### config.mk
export PLATFORM = sky130hd
export DESIGN_NAME = atd_top
export DESIGN_NICKNAME = d
export VERILOG_FILES = /design/src/include/atd_pkg.sv /design/src/atd_opcode_match.sv /design/src/atd_top.sv
export SDC_FILE = /design/constraint.sdc
export NUM_CORES = 1
export LEC_CHECK = 0
export BUFFER_PORTS_ARGS = -buffer_cell sky130_fd_sc_hd__buf_2
export CAP_MARGIN = 10
export CORE_AREA = 2 2 79 58
export CTS_CLUSTER_DIAMETER = 100
export CTS_CLUSTER_SIZE = 12
export DETAILED_ROUTE_END_ITERATION = 8
export DIE_AREA = 0 0 81 60
export GPL_TIMING_DRIVEN = 0
export HOLD_SLACK_MARGIN = 0.02
export PLACE_DENSITY = 0.67
export SYNTH_ARGS = -nofsm -noshare
export SYNTH_HDL_FRONTEND = slang
export SYNTH_SLANG_ARGS = --single-unit
### constraint.sdc
create_clock -name sys_clk -period 1.55 [get_ports sys_clk]
set_input_delay 0.155 -clock sys_clk [delete_from_list [all_inputs] [get_ports sys_clk]]
set_output_delay 0.155 -clock sys_clk [all_outputs]
set_load 0.01 [all_outputs]
### src/include/atd_pkg.sv
// Constants shared by the accumulator transfer decode block
package atd_pkg;

   // ==========================================================
   // Instruction word layout
   // ==========================================================
   localparam int ATD_CODE_W = 10;
   localparam int ATD_NIB_W = 4;
   localparam int ATD_PAGE_W = 2;
   localparam int ATD_ADDR_W = ATD_PAGE_W + 2 * ATD_NIB_W;
   localparam int ATD_IMM_LSB = 0;

   // ==========================================================
   // Opcodes and match masks
   // ==========================================================
   localparam logic [ATD_CODE_W-1:0] ATD_OP_WAKEUP_CTRL2 = 10'h215;
   localparam logic [ATD_CODE_W-1:0] ATD_OP_CLOCK_CTRL = 10'h216;
   localparam logic [ATD_CODE_W-1:0] ATD_OP_PULLUP_CTRL0 = 10'h22D;
   localparam logic [ATD_CODE_W-1:0] ATD_OP_STORE_MEM = 10'h2B0;
   localparam logic [ATD_CODE_W-1:0] ATD_MASK_FULL = 10'h3FF;
   localparam logic [ATD_CODE_W-1:0] ATD_MASK_STORE = 10'h3F0;

   // ==========================================================
   // Values after reset
   // ==========================================================
   localparam logic [ATD_NIB_W-1:0] ATD_RST_NIB = 4'h0;
   localparam logic [ATD_ADDR_W-1:0] ATD_RST_ADDR = 10'h000;

endpackage

### src/atd_opcode_match.sv
// Masked comparison of an instruction word against one opcode pattern
`timescale 1ns/100ps
module atd_opcode_match
   import atd_pkg::*;
#(
   parameter logic [ATD_CODE_W-1:0] PATTERN = 10'h000,
   parameter logic [ATD_CODE_W-1:0] MASK = 10'h3FF
) (
   input wire logic [ATD_CODE_W-1:0] code,
   input wire logic valid,
   output logic hit
);

   // ==========================================================
   // Compare only the bits selected by the mask
   // ==========================================================
   assign hit = valid && ((code & MASK) == (PATTERN & MASK));

endmodule

### src/atd_top.sv
// Decode and execution of four accumulator transfer instructions
`timescale 1ns/100ps
// Summary of operation
// - Opcode 1000010101 copies accumulator into wakeup_ctrl2, one cycle, no carry/skip.
// - Opcode 101011jjjj stores accumulator to memory and XORs pointer X with immediate j; carry and skip untouched.
// - Opcode 1000010110 copies accumulator into clock_ctrl_reg in one cycle.
// - Opcode 1000101101 copies accumulator into pullup_ctrl0 in one cycle.
module atd_top
   import atd_pkg::*;
(
   input wire logic sys_clk,
   input wire logic rst,
   input wire logic clk_en,
   input wire logic instr_valid,
   input wire logic [ATD_CODE_W-1:0] instr_code,
   input wire logic [ATD_NIB_W-1:0] acc,
   input wire logic [ATD_PAGE_W-1:0] ptr_z,
   input wire logic [ATD_NIB_W-1:0] ptr_y,
   input wire logic x_load,
   input wire logic [ATD_NIB_W-1:0] x_load_data,
   output logic [ATD_NIB_W-1:0] x_ptr,
   output logic [ATD_NIB_W-1:0] wakeup_ctrl2,
   output logic [ATD_NIB_W-1:0] clock_ctrl_reg,
   output logic [ATD_NIB_W-1:0] pullup_ctrl0,
   output logic ram_we,
   output logic [ATD_ADDR_W-1:0] ram_pointer,
   output logic [ATD_NIB_W-1:0] ram_wdata,
   output logic op_done,
   output logic skip_next,
   output logic carry_we
);

   // ==========================================================
   // State
   // ==========================================================
   typedef struct packed {
      logic [ATD_NIB_W-1:0] x_ptr;
      logic [ATD_NIB_W-1:0] wakeup_ctrl2;
      logic [ATD_NIB_W-1:0] clock_ctrl_reg;
      logic [ATD_NIB_W-1:0] pullup_ctrl0;
      logic ram_we;
      logic [ATD_ADDR_W-1:0] ram_pointer;
      logic [ATD_NIB_W-1:0] ram_wdata;
      logic op_done;
   } atd_state_t;

   atd_state_t st;
   atd_state_t next_st;

   logic hit_wakeup;
   logic hit_clock;
   logic hit_pullup;
   logic hit_store;
   logic [ATD_NIB_W-1:0] imm;

   // ==========================================================
   // Opcode decoders
   // ==========================================================
   atd_opcode_match #(
      .PATTERN(ATD_OP_WAKEUP_CTRL2),
      .MASK(ATD_MASK_FULL)
   ) u_match_wakeup (
      .code(instr_code),
      .valid(instr_valid),
      .hit(hit_wakeup)
   );

   atd_opcode_match #(
      .PATTERN(ATD_OP_CLOCK_CTRL),
      .MASK(ATD_MASK_FULL)
   ) u_match_clock (
      .code(instr_code),
      .valid(instr_valid),
      .hit(hit_clock)
   );

   atd_opcode_match #(
      .PATTERN(ATD_OP_PULLUP_CTRL0),
      .MASK(ATD_MASK_FULL)
   ) u_match_pullup (
      .code(instr_code),
      .valid(instr_valid),
      .hit(hit_pullup)
   );

   atd_opcode_match #(
      .PATTERN(ATD_OP_STORE_MEM),
      .MASK(ATD_MASK_STORE)
   ) u_match_store (
      .code(instr_code),
      .valid(instr_valid),
      .hit(hit_store)
   );

   assign imm = instr_code[ATD_IMM_LSB +: ATD_NIB_W];

   // ==========================================================
   // Next state
   // ==========================================================
   always_comb begin
      next_st = st;
      next_st.ram_we = 1'b0;
      next_st.op_done = 1'b0;
      if (x_load) begin
         next_st.x_ptr = x_load_data;
      end
      if (hit_wakeup) begin
         next_st.wakeup_ctrl2 = acc;
         next_st.op_done = 1'b1;
      end
      if (hit_clock) begin
         next_st.clock_ctrl_reg = acc;
         next_st.op_done = 1'b1;
      end
      if (hit_pullup) begin
         next_st.pullup_ctrl0 = acc;
         next_st.op_done = 1'b1;
      end
      if (hit_store) begin
         // Address taken from the pointer before the toggle lands
         next_st.ram_pointer = {ptr_z, st.x_ptr, ptr_y};
         next_st.ram_wdata = acc;
         next_st.ram_we = 1'b1;
         next_st.x_ptr = st.x_ptr ^ imm;
         next_st.op_done = 1'b1;
      end
   end

   always_ff @(posedge sys_clk) begin
      if (rst) begin
         st.x_ptr <= ATD_RST_NIB;
         st.wakeup_ctrl2 <= ATD_RST_NIB;
         st.clock_ctrl_reg <= ATD_RST_NIB;
         st.pullup_ctrl0 <= ATD_RST_NIB;
         st.ram_we <= 1'b0;
         st.ram_pointer <= ATD_RST_ADDR;
         st.ram_wdata <= ATD_RST_NIB;
         st.op_done <= 1'b0;
      end else if (clk_en) begin
         st <= next_st;
      end
   end

   // ==========================================================
   // Outputs
   // ==========================================================
   assign x_ptr = st.x_ptr;
   assign wakeup_ctrl2 = st.wakeup_ctrl2;
   assign clock_ctrl_reg = st.clock_ctrl_reg;
   assign pullup_ctrl0 = st.pullup_ctrl0;
   assign ram_we = st.ram_we;
   assign ram_pointer = st.ram_pointer;
   assign ram_wdata = st.ram_wdata;
   assign op_done = st.op_done;
   // None of these instructions skips or touches carry
   assign skip_next = 1'b0;
   assign carry_we = 1'b0;
endmodule

Word level (Yosys, flattened, before mapping). Cells that the tools add are included.

Flip-flop bits (word level): 32. Input bits: 29. Output and inout bits: 34. Word-level logic and storage cells: 29.

Equality and inequality tests: 4. Mux-type cells: 6. Bitwise operators: 1. Reduce and logical (&&, ||, !) cells: 10.

Operator list (number): 10-bit == test, second input constant (3); 16-bit two-way mux (1); 2-bit AND reduction (5); 4-bit two-way mux (2); 6-bit == test, second input constant (1); 1-bit logical AND (4); 4-bit XOR (1); 1-bit two-way mux (3); 2-bit nonzero test (1).

Longest topological paths before layout.
Depth in word-level cells: 6. Depth in mapped cells: 6. Gate-level depth less buffers: 4.

By module. From an unflattened synthesis, not the netlist that was laid out.

Cells, all modules: 172. Area, all modules: 1466.4 um^2.

By module, submodules not included: atd_top (times used 1, cells each 157, area an instance 1332.5 um^2, sequential area each 640.6 um^2); atd_opcode_match (u_match_clock ...) (times used 2, cells each 4, area an instance 37.5 um^2, sequential area each 0.0 um^2); atd_opcode_match (u_match_pullup) (times used 1, cells each 4, area an instance 36.3 um^2, sequential area each 0.0 um^2); atd_opcode_match (u_match_store) (times used 1, cells each 3, area an instance 22.5 um^2, sequential area each 0.0 um^2).

Worst setup path before layout. No wires, ideal clock.

Path type: in2reg. Start point: in instr_code[1]. End point: reg pullup_ctrl0[0] (netlist name). Setup time: 0.128 ns. Arrival: 1.349 ns. Data required time: 1.422 ns. Setup slack: 0.074 ns. Stages on the path: 4. Path buffers: 0. Cell sequence: or4b_4 -> nor4_4 -> mux2i_1 -> nor2_1.

Cells in the longest elaborated chain, start to end: 3.

RTL lines: from (decl) (RTL line atd_top.sv:15) `input wire logic [ATD_CODE_W-1:0] instr_code,`; 10-bit == test (RTL line atd_opcode_match.sv:17) `assign hit = valid && ((code & MASK) == (PATTERN & MASK));`; 1-bit logical AND (RTL line atd_opcode_match.sv:17); 2-bit AND reduction (no source line).

Every way passes these cells. A chain may end at the register's enable or synchronous reset.

Worst setup path in the final report.
Start point: in instr_code[1]. End point: reg pullup_ctrl0[1] (netlist name).

Cells in the longest elaborated chain, start to end: 3.

RTL lines (RTL line): 10-bit == test (atd_opcode_match.sv:17); 1-bit logical AND (atd_opcode_match.sv:17); 2-bit AND reduction (no source line).

Every way passes these cells.

==> qor.yml <==
routing:
  drtAntennaViolNets: 0
  drt_wl_total_um: 3520
  wl_per_cell_um: 12.7
  vias_per_cell: 4.85
  drt_iter0_markers: 73
  vias: 1347
  drc_errors: 0
  dr.pass1.iters: 4
flow_run:
  cap_violations: 0
layout:
  area_growth_pct: 35.2
  antenna_cells: 0
  post-route-util_pct: 45.0
  fin_cells: 278
  finalNetCount: 251
  largest_register: "ram_pointer"
  drive_gt1_share_pct: 34.1
  largest_reg_flops: 10
outcome:
  status: "finished clean"
min_path:
  hold_class: "input port to flip-flop"
  worstHoldPathCells: 2
yosys:
  synth_edf_count: 0
  syn_area_mm2: 0.00138
  synthArstFlopShare_pct: 0
  yosysTopAreaCell: "dfxtp_1"
  yosys.area.top_type_share_pct: 46.3
  postSynthCellCount: 154
  ys_seq_elements: 32
  synth_area_leaders: "dfxtp_1 46%, mux2i_1 12%, a21oi_1 5.4%"
  avgSynthCellArea_um2: 8.98
  yosysUniqueCellTypes: 32
  ys_seq_area_share_pct: 46.3
  ys_warn_count: 0
  synth_ff_type: "dfxtp_1"
die:
  rows: 20
  ios: 63
  dieArea_mm2: 0.00486
  die_w_um: 81
  initial_core_util_pct: 33.3
  die_y_um: 60
  coreArea_mm2: 0.00415
global_routing:
  gr-total-overflow: 0
  grt_pass1_vias: 1228
  grt_pass1_wl_um: 5730
  grtUsageTotal_pct: 15.8
  grt_max_degree: 12
  grt_antenna_before_repair: 0
timing:
  finalMaxSlewViolations: 0
  slew_headroom_pct: 66.3
  tightest_slew_ps: 506
  max_freq_mhz: 733
  skew_ps: 0.105
  grt_setup_unrepaired: "no"
  period_share_pct: 88.0
  period_minus_slack_ps: 1360
  hold_viol: 0
  setup_viol: 0
cts:
  cts_buffers: 5
  clock-sinks: 32
  cts.clk_slew.worst_paths_ps: 70
  clockBufferDepth: 2
  insertion_delay_ps: 280
  h-tree-depth: 2
  cts_tree: "yes"
  cts_setup_buffers: 0
  root_buffer: "clkbuf_8"
place:
  finalWeightedCongestion: 0.837
  dp_cells: 270
  port_buffers: 60
  dpl.hpwl_um: 2690
worst_setup_path:
  crit_chain: "buf_2, or4b_4, nor4_4, mux2i_1, nor2_1"
  cp_num_cells: 5
  required_ps: 1710
  critPathCaptureType: "flip-flop"
  r2r_cells: 2
  arrival_ps: 1530
  path_max_fanout: 5
  cp-start-kind: "input port"
  cp_num_buf_inv: 1
  path_class: "input port to flip-flop"
  slowest_stage: "or4b_4"
  cp_slowest_stage_delay_ps: 560
  cpLargestDelayFamily: "simple AND/OR/NAND/NOR gates"
power:
  irDropWorstVdd_mv: 0.490
  p_leak_uw: 0.000911
  powerDensity_mw_per_mm2: 949
  p_total_uw: 1770
==> final cells by class <==
| type | instances | area (um2) |
|---|---|---|
| Fill cell | 452 | 2280 |
| Timing Repair Buffer | 60 | 300 |
| Buffer | 11 | 51.3 |
| Tap cell | 55 | 68.8 |
| Clock inverter | 3 | 42.5 |
| Clock buffer | 5 | 68.8 |
| Sequential cell | 32 | 641 |
| Multi-Input combinational cell | 112 | 697 |
==> final timing paths <==
| path | from | slack, ps | endpoint |
|---|---|---|---|
| hold / removal | rst | 90 | x_ptr[2] |
| setup reg to reg | x_ptr[2] | 610 | x_ptr[2] |
| setup / recovery | instr_code[1] | 190 | pullup_ctrl0[1] |
| hold reg to reg | ram_pointer[3] | 450 | ram_pointer[3] |
==> routing by layer <==
layer / track usage, % / up-vias / share of wire [%]
met2: 24.9 / 49 / 42
met5: 0 / - / 0
li1: - / 675 / -
met1: 20.1 / 620 / 46
met3: 7.10 / 3 / 11
met4: 3.63 / 0 / 0.68
==> synthesized netlist by cell type, types with 2 or more instances <==
cell type,count
nand2b_1,2
nor2_1,19
a22oi_1,3
clkbuf_1,8
dfxtp_1,32
mux2i_1,16
nand3_1,12
buf_4,2
nand2_1,16
nand4_1,3
and3b_1,2
nor3b_1,2
o211ai_1,3
a21oi_1,15
a31oi_1,2
==> cell families (layout without fill, tap and decap cells) <==
family	count (synthesis)	after routing	synth area share, %
compound gates	27	27	12.0
xor+xnor	1	1	0.634
buf+inv	11	79	3.53
flops	32	32	46.3
mux	16	16	11.6
other cells	1	2	0.271
simple gates	66	66	25.6
==> cells in the final DEF (no fill, tap or decap), types with 5 or more instances in the layout <==
master | netlist | final
clkbuf_1 | 8 | 7
nand2_1 | 16 | 16
buf_2 | 0 | 60
dfxtp_1 | 32 | 32
mux2i_1 | 16 | 16
nand3_1 | 12 | 12
nor2_1 | 19 | 19
a21oi_1 | 15 | 15
clkbuf_8 | 0 | 5
==> what timing repair did <==
| item | CTS | global route |
|---|---|---|
| endpoints found under the setup margin | 0 | 12 |
| gates resized for setup | 0 | 3 |
| hold buffers | 0 | 0 |
==> power by group <==
part           internal, uW  switching (uW)
clock                   475             325
combinational          60.1            79.1
sequential              829            5.84
total                  1360             410
==> through the flow <==
stage | cell area, um2 | worst slack [ps] | hold slack [ps] | setup TNS (ps)
final | 1870 | 186 | 93.5 | 0
after global routing | 1870 | 67.7 | 103 | 0
after CTS | 1870 | 55.9 | 87.4 | 0
after detailed placement | 1760 | -243 | 393 | -2470
after global placement | 1760 | -217 | 404 | -2240
after floorplan | 1390 | 73.5 | 224 | 0
Power figures use the tool's default switching activity.
